===== src/logic/hri_cfg.svh =====
// constants of the host register interface: offsets, field positions, reset values
// assumes inclusion by bare name from the top module
`ifndef HRI_CFG_SVH
`define HRI_CFG_SVH
`define HRI_RST_VAL 8'h00
`define HRI_ACB_RW_BIT 0
`define HRI_ACB_ADR_LSB 1
`define HRI_ACB_ADR_MSB 5
`define HRI_BITS_LAST 3'h7
`define HRI_ADR_REV 5'h00
`define HRI_ADR_ALOOP 5'h01
`define HRI_ADR_RLOOP 5'h02
`define HRI_ADR_ONES 5'h03
`define HRI_ADR_LOSS_ST 5'h04
`define HRI_ADR_FAULT_ST 5'h05
`define HRI_ADR_LOSS_EN 5'h06
`define HRI_ADR_FAULT_EN 5'h07
`define HRI_ADR_LOSS_FL 5'h08
`define HRI_ADR_FAULT_FL 5'h09
`define HRI_ADR_SRESET 5'h0A
`define HRI_ADR_MONSEL 5'h0B
`define HRI_ADR_DLOOP 5'h0C
`define HRI_ADR_LOSS_ALARM_MODE_ENABLE 5'h0D
`define HRI_ADR_AUTO1 5'h0E
`define HRI_ADR_GLOBAL 5'h0F
`define HRI_ADR_LLCH 5'h10
`define HRI_ADR_LLVAL 5'h11
`define HRI_ADR_DRVDIS 5'h12
`define HRI_ADR_AIS_ST 5'h13
`define HRI_ADR_AIS_EN 5'h14
`define HRI_ADR_AIS_FL 5'h15
`define HRI_ADR_WBCAST 5'h16
`define HRI_ADR_WPTR 5'h17
`define HRI_ADR_WSAMP 5'h18
`define HRI_ADR_WEN 5'h19
`define HRI_ADR_WOV_EN 5'h1A
`define HRI_ADR_WOV_FL 5'h1B
`define HRI_ADR_SPARE_A 5'h1C
`define HRI_ADR_SPARE_RO 5'h1D
`define HRI_ADR_TCLK_EN 5'h1E
`define HRI_ADR_SPARE_B 5'h1F
`endif


===== src/logic/hri_pkg.sv =====
// types of the host register interface
// assumes hri_cfg.svh is on the include path
package hri_pkg;
	// serial engine states
	typedef enum logic [2:0] {SER_IDLE, SER_CMD, SER_WDATA, SER_READ, SER_DONE} hri_ser_state_type;

	// line-side status inputs, one bit per channel
	typedef struct packed {
		logic [7:0] waveform_overflow;
		logic [7:0] alarm_signal;
		logic [7:0] driver_fault;
		logic [7:0] signal_loss;
	} hri_status_type;

	// control outputs toward the channels
	typedef struct packed {
		logic [7:0] analog_loop;
		logic [7:0] remote_loop;
		logic [7:0] all_ones_transmit;
		logic [7:0] monitor_select;
		logic [7:0] digital_loop;
		logic [7:0] loss_alarm_mode;
		logic [7:0] auto_all_ones;
		logic [7:0] global_settings;
		logic [7:0] line_length_channel;
		logic [7:0] line_length_value;
		logic [7:0] driver_disable;
		logic [7:0] waveform_broadcast;
		logic [7:0] waveform_pointer;
		logic [7:0] waveform_sample;
		logic [7:0] waveform_enable;
		logic [7:0] timing_clock_enable;
	} hri_ctrl_type;
endpackage


===== src/logic/hri_top.sv =====
// host register interface: serial and parallel host ports onto a 32-byte register set
// assumes all pins asynchronous to clk; tri-state pins resolved outside from the enables
`timescale 1ns/100ps
`default_nettype none
`include "hri_cfg.svh"

module hri_top #(
	parameter logic [7:0] REVISION_ID = 8'h5A // arbitrary value
) (
	// clock and reset
	input wire logic clk,
	input wire logic rst_n,
	// mode straps
	input wire logic mode_sense_high,
	input wire logic mode_sense_low,
	// serial port
	input wire logic cs_n,
	input wire logic sclk,
	input wire logic serial_data_in,
	input wire logic output_edge_select,
	// parallel port controls
	input wire logic bus_style_select,
	input wire logic addr_data_share_select,
	input wire logic address_strobe_low,
	input wire logic write_strobe_low,
	input wire logic read_strobe_or_dir,
	// parallel address and data
	input wire logic [4:0] par_addr,
	input wire logic [7:0] data_in,
	output var logic [7:0] data_out,
	output var logic data_oe,
	// shared serial output / handshake pin
	output var logic serial_data_out,
	output var logic serial_data_oe,
	// line side
	input wire hri_pkg::hri_status_type line_status,
	output var hri_pkg::hri_ctrl_type line_ctrl,
	output var logic int_n
);

	//--------------------------------------------------
	// input synchronisers
	//--------------------------------------------------
	localparam int SW = 56;
	logic [SW-1:0] raw;
	logic [SW-1:0] sync1_ff;
	logic [SW-1:0] sync2_ff;
	logic [SW-1:0] sync3_ff;
	assign raw = {line_status, data_in, par_addr, mode_sense_high, mode_sense_low, cs_n, sclk,
		serial_data_in, output_edge_select, bus_style_select, addr_data_share_select,
		address_strobe_low, write_strobe_low, read_strobe_or_dir};

	// two flops then one for edge finding
	always_ff @(posedge clk or negedge rst_n) begin
		if (!rst_n) begin
			sync1_ff <= '0;
			sync2_ff <= '0;
			sync3_ff <= '0;
		end else begin
			sync1_ff <= raw;
			sync2_ff <= sync1_ff;
			sync3_ff <= sync2_ff;
		end
	end

	logic [31:0] stat_s;
	logic [7:0] din_s;
	logic [4:0] paddr_s;
	logic mode_hi, mode_lo, cs_s, sdi_s, edge_sel, style_s, share_s, strb_a, strb_b;
	logic sclk_rise, sclk_fall, ale_fall;
	assign {stat_s, din_s, paddr_s, mode_hi, mode_lo, cs_s} = sync2_ff[SW-1:8];
	assign sdi_s = sync2_ff[6];
	assign edge_sel = sync2_ff[5];
	assign style_s = sync2_ff[4];
	assign share_s = sync2_ff[3];
	assign strb_a = sync2_ff[1];
	assign strb_b = sync2_ff[0];
	assign sclk_rise = sync2_ff[7] & ~sync3_ff[7];
	assign sclk_fall = ~sync2_ff[7] & sync3_ff[7];
	assign ale_fall = ~sync2_ff[2] & sync3_ff[2];

	// port selection from the mode strap
	logic ser_mode, par_mode;
	assign ser_mode = ~mode_hi & ~mode_lo;
	assign par_mode = mode_hi;

	//--------------------------------------------------
	// register access path
	//--------------------------------------------------
	logic soft_rst_ff;
	logic ser_wr, ser_rd, par_wr, par_rd;
	logic [4:0] ser_waddr, ser_raddr, par_addr_eff;
	logic [7:0] ser_wdata, par_wdata;
	logic acc_wr, acc_rd;
	logic [4:0] acc_waddr, acc_raddr;
	logic [7:0] acc_wdata, rd_data;
	logic [7:0] rw_ff [32];
	logic [3:0][7:0] flag_ff;
	logic [3:0][7:0] prev_ff;

	// only one port is live at a time
	assign acc_wr = ser_mode ? ser_wr : par_wr;
	assign acc_rd = ser_mode ? ser_rd : par_rd;
	assign acc_waddr = ser_mode ? ser_waddr : par_addr_eff;
	assign acc_raddr = ser_mode ? ser_raddr : par_addr_eff;
	assign acc_wdata = ser_mode ? ser_wdata : par_wdata;

	// read mux over the map
	always_comb begin
		rd_data = rw_ff[acc_raddr];
		unique case (acc_raddr)
			`HRI_ADR_REV: rd_data = REVISION_ID;
			`HRI_ADR_LOSS_ST: rd_data = stat_s[7:0];
			`HRI_ADR_FAULT_ST: rd_data = stat_s[15:8];
			`HRI_ADR_AIS_ST: rd_data = stat_s[23:16];
			`HRI_ADR_LOSS_FL: rd_data = flag_ff[0];
			`HRI_ADR_FAULT_FL: rd_data = flag_ff[1];
			`HRI_ADR_AIS_FL: rd_data = flag_ff[2];
			`HRI_ADR_WOV_FL: rd_data = flag_ff[3];
			`HRI_ADR_SPARE_RO: rd_data = `HRI_RST_VAL;
			default: rd_data = rw_ff[acc_raddr];
		endcase
	end

	// soft reset pulse after a write to its register
	always_ff @(posedge clk or negedge rst_n) begin
		if (!rst_n) begin
			soft_rst_ff <= 1'b0;
		end else begin
			soft_rst_ff <= acc_wr && (acc_waddr == `HRI_ADR_SRESET);
		end
	end

	// writable bytes; read-only addresses never store
	genvar gi;
	generate
		for (gi = 0; gi < 32; gi++) begin : g_rw
			localparam logic [4:0] A = 5'(gi);
			localparam bit RO = (A == `HRI_ADR_REV) || (A == `HRI_ADR_LOSS_ST) || (A == `HRI_ADR_FAULT_ST) ||
				(A == `HRI_ADR_LOSS_FL) || (A == `HRI_ADR_FAULT_FL) || (A == `HRI_ADR_AIS_ST) ||
				(A == `HRI_ADR_AIS_FL) || (A == `HRI_ADR_WOV_FL) || (A == `HRI_ADR_SPARE_RO);
			always_ff @(posedge clk or negedge rst_n) begin
				if (!rst_n) begin
					rw_ff[gi] <= `HRI_RST_VAL;
				end else if (soft_rst_ff) begin
					rw_ff[gi] <= `HRI_RST_VAL;
				end else if (!RO && acc_wr && acc_waddr == A) begin
					rw_ff[gi] <= acc_wdata;
				end
			end
		end
	endgenerate

	//--------------------------------------------------
	// change flags and interrupt
	//--------------------------------------------------
	localparam logic [4:0] FLAG_ADR [4] = '{`HRI_ADR_LOSS_FL, `HRI_ADR_FAULT_FL, `HRI_ADR_AIS_FL, `HRI_ADR_WOV_FL};
	localparam logic [4:0] EN_ADR [4] = '{`HRI_ADR_LOSS_EN, `HRI_ADR_FAULT_EN, `HRI_ADR_AIS_EN, `HRI_ADR_WOV_EN};
	logic [3:0] grp_irq;
	generate
		for (gi = 0; gi < 4; gi++) begin : g_flag
			logic [7:0] chg;
			assign chg = stat_s[gi*8 +: 8] ^ prev_ff[gi];
			// set on change wins over clear on read
			always_ff @(posedge clk or negedge rst_n) begin
				if (!rst_n) begin
					prev_ff[gi] <= `HRI_RST_VAL;
					flag_ff[gi] <= `HRI_RST_VAL;
				end else begin
					prev_ff[gi] <= stat_s[gi*8 +: 8];
					if (soft_rst_ff) begin
						flag_ff[gi] <= `HRI_RST_VAL;
					end else if (acc_rd && acc_raddr == FLAG_ADR[gi]) begin
						flag_ff[gi] <= chg;
					end else begin
						flag_ff[gi] <= flag_ff[gi] | chg;
					end
				end
			end
			assign grp_irq[gi] = |(flag_ff[gi] & rw_ff[EN_ADR[gi]]);
		end
	endgenerate

	// active-low interrupt
	always_ff @(posedge clk or negedge rst_n) begin
		if (!rst_n) begin
			int_n <= 1'b1;
		end else begin
			int_n <= ~(|grp_irq);
		end
	end

	//--------------------------------------------------
	// serial engine
	//--------------------------------------------------
	hri_pkg::hri_ser_state_type ser_state_ff;
	logic [2:0] bit_cnt_ff;
	logic [7:0] shift_ff, cmd_ff, out_sh_ff;
	logic [2:0] out_left_ff;
	logic sdo_ff, sdo_oe_ff;
	logic [7:0] shift_nxt;
	logic launch;
	assign shift_nxt = {sdi_s, shift_ff[7:1]};
	assign launch = edge_sel ? sclk_fall : sclk_rise;
	assign ser_raddr = shift_nxt[`HRI_ACB_ADR_MSB:`HRI_ACB_ADR_LSB];
	assign ser_rd = ser_mode && ser_state_ff == hri_pkg::SER_CMD && sclk_rise && bit_cnt_ff == `HRI_BITS_LAST &&
		shift_nxt[`HRI_ACB_RW_BIT];
	assign ser_wr = ser_mode && ser_state_ff == hri_pkg::SER_WDATA && sclk_rise && bit_cnt_ff == `HRI_BITS_LAST;
	assign ser_waddr = cmd_ff[`HRI_ACB_ADR_MSB:`HRI_ACB_ADR_LSB];
	assign ser_wdata = shift_nxt;

	// state and input shifting; input shifts on sampled serial clock rises, idle leaves on select
	always_ff @(posedge clk or negedge rst_n) begin
		if (!rst_n) begin
			ser_state_ff <= hri_pkg::SER_IDLE;
			bit_cnt_ff <= 3'h0;
			shift_ff <= 8'h00;
			cmd_ff <= 8'h00;
		end else if (soft_rst_ff || !ser_mode || cs_s) begin
			ser_state_ff <= hri_pkg::SER_IDLE;
			bit_cnt_ff <= 3'h0;
		end else begin
			unique case (ser_state_ff)
				hri_pkg::SER_IDLE: begin
					ser_state_ff <= hri_pkg::SER_CMD;
				end
				hri_pkg::SER_CMD: begin
					if (sclk_rise) begin
						shift_ff <= shift_nxt;
						bit_cnt_ff <= bit_cnt_ff + 3'h1;
						if (bit_cnt_ff == `HRI_BITS_LAST) begin
							cmd_ff <= shift_nxt;
							ser_state_ff <= shift_nxt[`HRI_ACB_RW_BIT] ? hri_pkg::SER_READ : hri_pkg::SER_WDATA;
						end
					end
				end
				hri_pkg::SER_WDATA: begin
					if (sclk_rise) begin
						shift_ff <= shift_nxt;
						bit_cnt_ff <= bit_cnt_ff + 3'h1;
						if (bit_cnt_ff == `HRI_BITS_LAST) begin
							ser_state_ff <= hri_pkg::SER_DONE;
						end
					end
				end
				hri_pkg::SER_READ: begin
					if (!sdo_oe_ff && out_left_ff == 3'h0 && launch && !ser_rd) begin
						ser_state_ff <= hri_pkg::SER_DONE;
					end
				end
				hri_pkg::SER_DONE: begin
					bit_cnt_ff <= 3'h0;
				end
			endcase
		end
	end

	// read data launch; lowest bit first, float when idle
	logic rd_armed_ff;
	always_ff @(posedge clk or negedge rst_n) begin
		if (!rst_n) begin
			sdo_ff <= 1'b0;
			sdo_oe_ff <= 1'b0;
			out_sh_ff <= 8'h00;
			out_left_ff <= 3'h0;
			rd_armed_ff <= 1'b0;
		end else if (soft_rst_ff || !ser_mode || cs_s) begin
			sdo_oe_ff <= 1'b0;
			rd_armed_ff <= 1'b0;
			out_left_ff <= 3'h0;
		end else if (ser_rd && !edge_sel) begin
			sdo_ff <= rd_data[0];
			sdo_oe_ff <= 1'b1;
			out_sh_ff <= rd_data;
			out_left_ff <= `HRI_BITS_LAST;
		end else if (ser_rd) begin
			out_sh_ff <= rd_data;
			rd_armed_ff <= 1'b1;
		end else if (launch && rd_armed_ff) begin
			sdo_ff <= out_sh_ff[0];
			sdo_oe_ff <= 1'b1;
			out_left_ff <= `HRI_BITS_LAST;
			rd_armed_ff <= 1'b0;
		end else if (launch && sdo_oe_ff) begin
			if (out_left_ff == 3'h0) begin
				sdo_oe_ff <= 1'b0;
			end else begin
				out_sh_ff <= {1'b0, out_sh_ff[7:1]};
				sdo_ff <= out_sh_ff[1];
				out_left_ff <= out_left_ff - 3'h1;
			end
		end
	end

	//--------------------------------------------------
	// parallel engine
	//--------------------------------------------------
	logic cs_act, rd_act, wr_act;
	logic cs_act_q_ff, rd_act_q_ff, wr_act_q_ff;
	logic [4:0] lat_addr_ff;
	logic [7:0] wr_hold_ff;
	logic hs_ff, hs_oe_ff;
	assign cs_act = par_mode & ~cs_s & ~soft_rst_ff;
	// style high: a is write, b is read; low: a is data strobe, b is direction
	assign rd_act = cs_act & (style_s ? ~strb_b : (~strb_a & strb_b));
	assign wr_act = cs_act & (style_s ? ~strb_a : (~strb_a & ~strb_b));
	assign par_addr_eff = share_s ? lat_addr_ff : paddr_s;
	assign par_rd = rd_act & ~rd_act_q_ff;
	assign par_wr = wr_act_q_ff & ~wr_act & par_mode;
	assign par_wdata = wr_hold_ff;

	// strobe history, address latch and write data hold
	always_ff @(posedge clk or negedge rst_n) begin
		if (!rst_n) begin
			cs_act_q_ff <= 1'b0;
			rd_act_q_ff <= 1'b0;
			wr_act_q_ff <= 1'b0;
			lat_addr_ff <= 5'h00;
			wr_hold_ff <= 8'h00;
		end else begin
			cs_act_q_ff <= cs_act;
			rd_act_q_ff <= rd_act;
			wr_act_q_ff <= wr_act;
			if (ale_fall && par_mode) begin
				lat_addr_ff <= din_s[4:0];
			end
			if (wr_act) begin
				wr_hold_ff <= din_s;
			end
		end
	end

	// read data drive, released as the strobe rises
	always_ff @(posedge clk or negedge rst_n) begin
		if (!rst_n) begin
			data_out <= 8'h00;
			data_oe <= 1'b0;
		end else if (par_rd) begin
			data_out <= rd_data;
			data_oe <= 1'b1;
		end else if (!rd_act) begin
			data_oe <= 1'b0;
		end
	end

	// ready / acknowledge handshake
	logic xfer_done;
	assign xfer_done = par_wr | (rd_act_q_ff & ~rd_act);
	always_ff @(posedge clk or negedge rst_n) begin
		if (!rst_n) begin
			hs_ff <= 1'b0;
			hs_oe_ff <= 1'b0;
		end else if (!par_mode) begin
			hs_ff <= 1'b0;
			hs_oe_ff <= 1'b0;
		end else if (style_s) begin
			if (cs_act && !cs_act_q_ff) begin
				hs_ff <= 1'b0;
				hs_oe_ff <= 1'b1;
			end else if (!cs_act) begin
				hs_oe_ff <= 1'b0;
			end else if (xfer_done) begin
				hs_ff <= 1'b1;
			end
		end else begin
			hs_oe_ff <= 1'b1;
			if (share_s ? (ale_fall && cs_act) : (cs_act && !cs_act_q_ff)) begin
				hs_ff <= 1'b1;
			end else if (xfer_done || !cs_act) begin
				hs_ff <= 1'b0;
			end
		end
	end

	//--------------------------------------------------
	// shared output pin and control outputs
	//--------------------------------------------------
	assign serial_data_out = ser_mode ? sdo_ff : hs_ff;
	assign serial_data_oe = ser_mode ? sdo_oe_ff : hs_oe_ff;
	assign line_ctrl = '{analog_loop: rw_ff[`HRI_ADR_ALOOP], remote_loop: rw_ff[`HRI_ADR_RLOOP],
		all_ones_transmit: rw_ff[`HRI_ADR_ONES], monitor_select: rw_ff[`HRI_ADR_MONSEL],
		digital_loop: rw_ff[`HRI_ADR_DLOOP], loss_alarm_mode: rw_ff[`HRI_ADR_LOSS_ALARM_MODE_ENABLE],
		auto_all_ones: rw_ff[`HRI_ADR_AUTO1], global_settings: rw_ff[`HRI_ADR_GLOBAL],
		line_length_channel: rw_ff[`HRI_ADR_LLCH], line_length_value: rw_ff[`HRI_ADR_LLVAL],
		driver_disable: rw_ff[`HRI_ADR_DRVDIS], waveform_broadcast: rw_ff[`HRI_ADR_WBCAST],
		waveform_pointer: rw_ff[`HRI_ADR_WPTR], waveform_sample: rw_ff[`HRI_ADR_WSAMP],
		waveform_enable: rw_ff[`HRI_ADR_WEN], timing_clock_enable: rw_ff[`HRI_ADR_TCLK_EN]};

endmodule // hri_top
`default_nettype wire


===== config.mk =====
export PLATFORM = sky130hd
export DESIGN_NAME = hri_top
export DESIGN_NICKNAME = d
export VERILOG_FILES = /design/src/logic/hri_pkg.sv /design/src/logic/hri_top.sv
export VERILOG_INCLUDE_DIRS = /design/src /design/src/logic
export SDC_FILE = /design/constraint.sdc
export NUM_CORES = 1
export LEC_CHECK = 0
export BUFFER_PORTS_ARGS = -buffer_cell sky130_fd_sc_hd__buf_2
export CAP_MARGIN = 20
export CORE_ASPECT_RATIO = 0.7
export CORE_MARGIN = 2
export CORE_UTILIZATION = 30
export CTS_CLUSTER_SIZE = 28
export DETAILED_ROUTE_END_ITERATION = 6
export HOLD_SLACK_MARGIN = 0.15
export PLACE_DENSITY = 0.46
export RECOVER_POWER = 50
export SYNTH_ARGS = -nofsm -noshare
export SYNTH_HDL_FRONTEND = slang
export SYNTH_SLANG_ARGS = --single-unit

===== constraint.sdc =====
create_clock -name clk -period 2.71 [get_ports clk]
set_clock_uncertainty 0.15 [all_clocks]
set_input_delay 0.542 -clock clk [delete_from_list [all_inputs] [get_ports clk]]
set_output_delay 0.542 -clock clk [all_outputs]
set_load 0.03 [all_outputs]

# Word level (Yosys, flattened, before mapping)
# Index checks and enable logic that the tools add are counted.
word_totals:
  ff_bits: 431
  input_bits: 58
  output_inout_bits: 140
  word_cells: 370
classes:
  n_addsub: 2
  magnitude_cmp: 1
  eq_ne: 54
  muxes: 120
  bitwise: 42
  n_reduce_logical: 97
op_table:
  columns: ["operator", "count"]
  rows:
  - ["two-way mux 8 bit", 62]
  - ["== test 5 bit, second input constant", 16]
  - ["case mux 8 bit (9 select lines)", 1]
  - ["nonzero test 2 bit", 23]
  - ["logical AND 1 bit", 43]
  - ["two-way mux 3 bit", 14]
  - ["binary-select mux 8 bit (select 5 bit)", 1]
  - ["== test 5 x 4 -> 1 bit, second input constant", 8]
  - ["two-way mux 1 bit", 37]
  - ["bitwise AND 8 bit", 4]
  - ["bitwise OR 8 bit", 4]
  - ["OR reduction 32 bit", 1]
  - ["bitwise XOR 8 bit", 4]
  - ["== test 5 x 3 -> 1 bit, second input constant", 4]
  - ["!= test 4 x 2 -> 1 bit, second input constant", 4]
  - ["two-way mux 5 bit", 3]
  - ["bitwise AND 1 bit", 14]
  - ["inverter 1 bit", 14]
  - ["!= test 3 x 1 -> 1 bit, second input constant", 4]
  - ["!= test 3 x 2 -> 1 bit, second input constant", 4]
  - ["case mux 3 bit (4 select lines)", 1]
  - ["AND reduction 3 bit", 4]
  - ["AND reduction 4 bit", 3]
  - ["nonzero test 3 bit", 4]
  - ["other kinds (24)", 39]

# Longest topological paths before layout
depth:
  depth_word: 13
  mapped_depth: 11
  depth_no_buf: 9

# Worst setup path before layout
# OpenSTA, ideal clock, no wires.
synth_timing:
  path_type: "reg2reg"
  start: "reg sync2_ff[9]"
  end: "reg data_out[0]"
  setup_time_ns: 0.141
  t_arrival_ns: 2.386
  t_required_ns: 2.419
  slack_ns: 0.033
  stages_incl_launch_ff: 9
  n_path_buf: 1
  synth_period_minus_slack_ns: 2.677
  path_cell_list: "dfrtp_1 or2_1 buf_4 a21oi_4 mux4_2 a31o_1 or4_1 o211ai_2 a31oi_1"
synth_via:
  elab_chain_len: 8
  word_cells_on_any_way: 17
  classes_between: "eq/ne (8); mux (5); bitwise (3); reduce/logical (1)"
synth_lines:
  columns: ["element", "line", "rtl"]
  rows:
  - ["start: declaration", "hri_top.sv:47", "logic [SW-1:0] sync2_ff;"]
  - ["start signal: assignment", "hri_top.sv:61", "sync2_ff <= sync1_ff;"]
  - ["inverter 1 bit *", "hri_top.sv:84", "assign ser_mode = ~mode_hi & ~mode_lo;"]
  - ["bitwise AND 1 bit *", "hri_top.sv:84", null]
  - ["two-way mux 5 bit *", "hri_top.sv:105", "assign acc_raddr = ser_mode ? ser_raddr : par_addr_eff;"]
  - ["inverter 5 -> 6 bit (implied by the code)", "hri_top.sv:121", "default: rd_data = rw_ff[acc_raddr];"]
  - ["binary-select mux 8 bit (select 5 bit)", "hri_top.sv:121", null]
  - ["two-way mux 8 bit (implied by the code) (2 in a row)", "hri_top.sv:121", null]
  - ["case mux 8 bit (9 select lines) *", "hri_top.sv:111", "unique case (acc_raddr)"]
  - ["end signal: assignment", "hri_top.sv:339", "data_out <= rd_data;"]
  - ["end: declaration", "hri_top.sv:30", "output var logic [7:0] data_out,"]
# Every way passes the cells marked *; elsewhere a longest branch is shown, timed or not. The select of a mux whose other input is x is not followed.
# A chain may end at the register's enable or synchronous reset.

# Worst setup path in the final report
layout_timing:
  start: "reg sync2_ff[3]"
  end: "reg data_out[0]"
layout_via:
  elab_chain_len: 7
  word_cells_on_any_way: 16
  classes_between: "eq/ne (8); mux (6); bitwise (1); reduce/logical (1)"
layout_lines:
  columns: ["element", "line", "rtl"]
  rows:
  - ["two-way mux 5 bit *", "hri_top.sv:307", "assign par_addr_eff = share_s ? lat_addr_ff : paddr_s;"]
  - ["two-way mux 5 bit *", "hri_top.sv:105", null]
  - ["inverter 5 -> 6 bit (implied by the code)", "hri_top.sv:121", null]
  - ["binary-select mux 8 bit (select 5 bit)", "hri_top.sv:121", null]
  - ["two-way mux 8 bit (implied by the code) (2 in a row)", "hri_top.sv:121", null]
  - ["case mux 8 bit (9 select lines) *", "hri_top.sv:111", null]
# Marked as above.

==> results.toml <==
[routing]
ant_nets = 0
drt_first_iter_violations = 1809
vias_per_cell = 5.365
drt-total-wl_mm = 75.83
wl_per_cell_microns = 25.67
num_vias = 15848
drt_pre_antenna_iters = 5
drc_errors = 0

[logic_synthesis]
syn-cell-area_sq_mm = 0.01936
synth_xor_area_share_pct = 1.538
synth_cell_types = 77
yosysWarnings = 0
synthArstFlopShare_pct = 100.0
avgSynthCellArea_sq_um = 11.01
synthCells = 1758
synth_ff_type = "dfrtp_1"
synth_compound_area_share_pct = 15.00
ys_seq_area_share_pct = 54.67
synth_edf_count = 0
synthSimpleGateAreaFrac_pct = 15.01
synth_mux_area_share_pct = 5.408
ys_ff_latch = 423
synth_top_family_by_area = "simple AND/OR/NAND/NOR gates"
synthAdderAreaFrac_pct = 0.2585
synth_nets = 1820

[cells_and_area]
syn2layout_area_growth_pct = 31.71
diodes = 0
layout_common_cells = "dfrtp_1, buf_2, nand3b_1"
final_core_util_pct = 40.17
drive_gt1_share_pct = 35.06
nNetsFinal = 2153
final_common_cell = "dfrtp_1"
fin_cells = 2954

[worst_setup_path]
crit_required_ns = 3.02
cp_top_family = "multiplexers"
path_buf_inv = 1
cp_cell_sequence = "mux2i_4 -> a21oi_4 -> buf_6 -> mux4_2 -> a31o_1 -> or4_4 -> o211ai_4 -> a31oi_1"
end_kind = "register"
startpoint_type = "register"
r2r_setup_slack_ns = -0.19
reg2reg_depth = 8
crit_slowest_cell = "mux4_2"
critPathMaxFanout = 4
critical_path_arrival_ns = 3.21
slowest_delay_ns = 0.53
r2r-start = "sync2_ff[3]"
r2r-end = "data_out[0]"
critPathKind = "reg2reg"
crit_path_end = "data_out[0]"
cp_num_cells = 8
startpoint = "sync2_ff[3]"

[placed_design]
gp_congestion = 0.9049
placed_cells = 2752
io_buffers = 197
place_hpwl_mm = 51.58
place_ws_ns = -0.4994

[pwr]
ir_worst_vdd_v = 0.0004459
power_mw = 16.50
p_per_area_mw_per_mm2 = 646.8
p_leak_nw = 11.13

[die]
fp.dieH_microns = 216.6
placement_rows = 77
die_w_microns = 307.7
floorplan.initialDensity_pct = 30.50
pin_count = 198
core_sq_mm = 0.06349
dieArea_sq_mm = 0.06663

[cts]
clk_pin_slew_ns = 0.06
cts_htree_levels = 2
cts_sinks = 423
cts-root-buf = "clkbuf_16"
cts_buffers = 46
cts_max_path_buffers = 3
clk_latency_ns = 0.61
cts_tree = "built"

[job]
drv_cap = 0

[sta]
post-route-period-util_pct = 107.0
slew_headroom_pct = 10.31
fin_crit_ns = 2.899
finalSetupTns_ns = -4.021
slew_viol_final = 0
max_freq_ghz = 0.3450
hold_violations = 0
finalSetupViolCount = 105
grt_setup_unrepaired = "true"
worstMarginPinSlew_ns = 1.345
setup_ws_ns = -0.1888

[worst_hold_path]
min_path_type = "reg2reg"

[status]
violations = "negative setup slack"
status = "finished with violations"

[global_route]
grt_max_degree = 218
grtUsageTotal_pct = 22.58
grt-ovfl-total = 0
grt_pass1_wl_mm = 110.8
grt_pass1_vias = 15932
antenna_found_initial = 1
## synthesized netlist by cell type, types with 16 or more instances
cell      instances  area (sq um)
mux2_2           46         518.0
inv_1            20         75.07
a211oi_1         16         120.1
a21oi_1          63         315.3
o21ai_0         233          1166
nor2_1           75         281.5
clkbuf_1         72         270.3
nor3_1           17         85.08
xor2_1           32         280.3
nand2_1          88         330.3
dfrtp_1         422         10560
nand3b_1        187          1404
nand4_1          16         100.1
nand3_1          31         155.2
buf_4           137          1028
buf_2            32         160.2
mux2i_1          29         290.3
a22oi_1          25         187.7
a31oi_1          16         100.1
## flip-flops by register name, indices dropped and copies added, names as in the netlist, 2 cells and up
register      count
prev_ff          32
rw_ff            56
flag_ff          32
sync1_ff         56
sync2_ff         56
ser_state_ff      3
cmd_ff            5
out_left_ff       3
sync3_ff          2
line_ctrl       128
out_sh_ff         8
par_wdata         8
data_out          8
lat_addr_ff       5
shift_ff          7
bit_cnt_ff        3
## logic make-up (layout without fill, tap and decap cells)
logic type	count (synthesis)	count (layout)
XOR/XNOR	34	34
flip-flops	423	423
AND/OR/NAND/NOR	479	489
buffers and inverters	265	622
multiplexers	86	86
adder cells (fa/ha/maj)	4	4
AO/OA/AOI/OAI	467	467
## where the power goes
part           internal, mW  switching (mW)  total (mW)
sequential             6.63           0.285        6.92
combinational          1.17            1.93        3.10
clock                  3.72            2.76        6.48
## routing by layer
metal / global-route usage (%) / routed length (microns) / up-vias
met5: 0 / 0 / -
li1: - / - / 6940
met3: 6.249 / 6252 / 96
met2: 32.12 / 32100 / 625
met4: 5.073 / 1470 / 0
met1: 33.76 / 36010 / 8187
## metrics by stage
stage / area [sq um] / hold WS, ns
2_1_floorplan: 19360 / 0.09641
3_3_place_gp: 21760 / 0.1857
3_5_place_dp: 21760 / 0.1847
4_1_cts: 25140 / 0.1987
5_1_grt: 25500 / 0.2014
6_report: 25500 / 0.1966
## final cells by class
class / instances / area, sq um
clock inverter: 14 / 219.0
clock buffer: 68 / 1324
timing repair buffer: 519 / 4089
fill: 6158 / 37990
multi-input combinational: 1080 / 8165
inverter: 21 / 78.83
sequential: 423 / 10590
tap: 829 / 1037
## worst min path at each step
stage                 startpoint       endpoint  slack (ns)  cells past startpoint
finish              sync1_ff[39]   sync2_ff[39]        0.20                      0
global route        sync1_ff[55]   sync2_ff[55]        0.20                      0
CTS                 sync1_ff[11]   sync2_ff[11]        0.20                      0
detailed placement  sync1_ff[11]   sync2_ff[11]        0.18                      0
global placement    sync1_ff[12]   sync2_ff[12]        0.19                      0
floorplan                  rst_n  bit_cnt_ff[0]         0.1                      0
## what timing repair did
action,CTS,global route
gates resized for setup,323,123
endpoints found under the hold margin,136,0
pin swaps,117,46
cloned,24,4
setup endpoints to repair,237,236
hold buffers,57,0
setup buffers,30,14
Note: power is estimated with default switching activity, not from simulation.
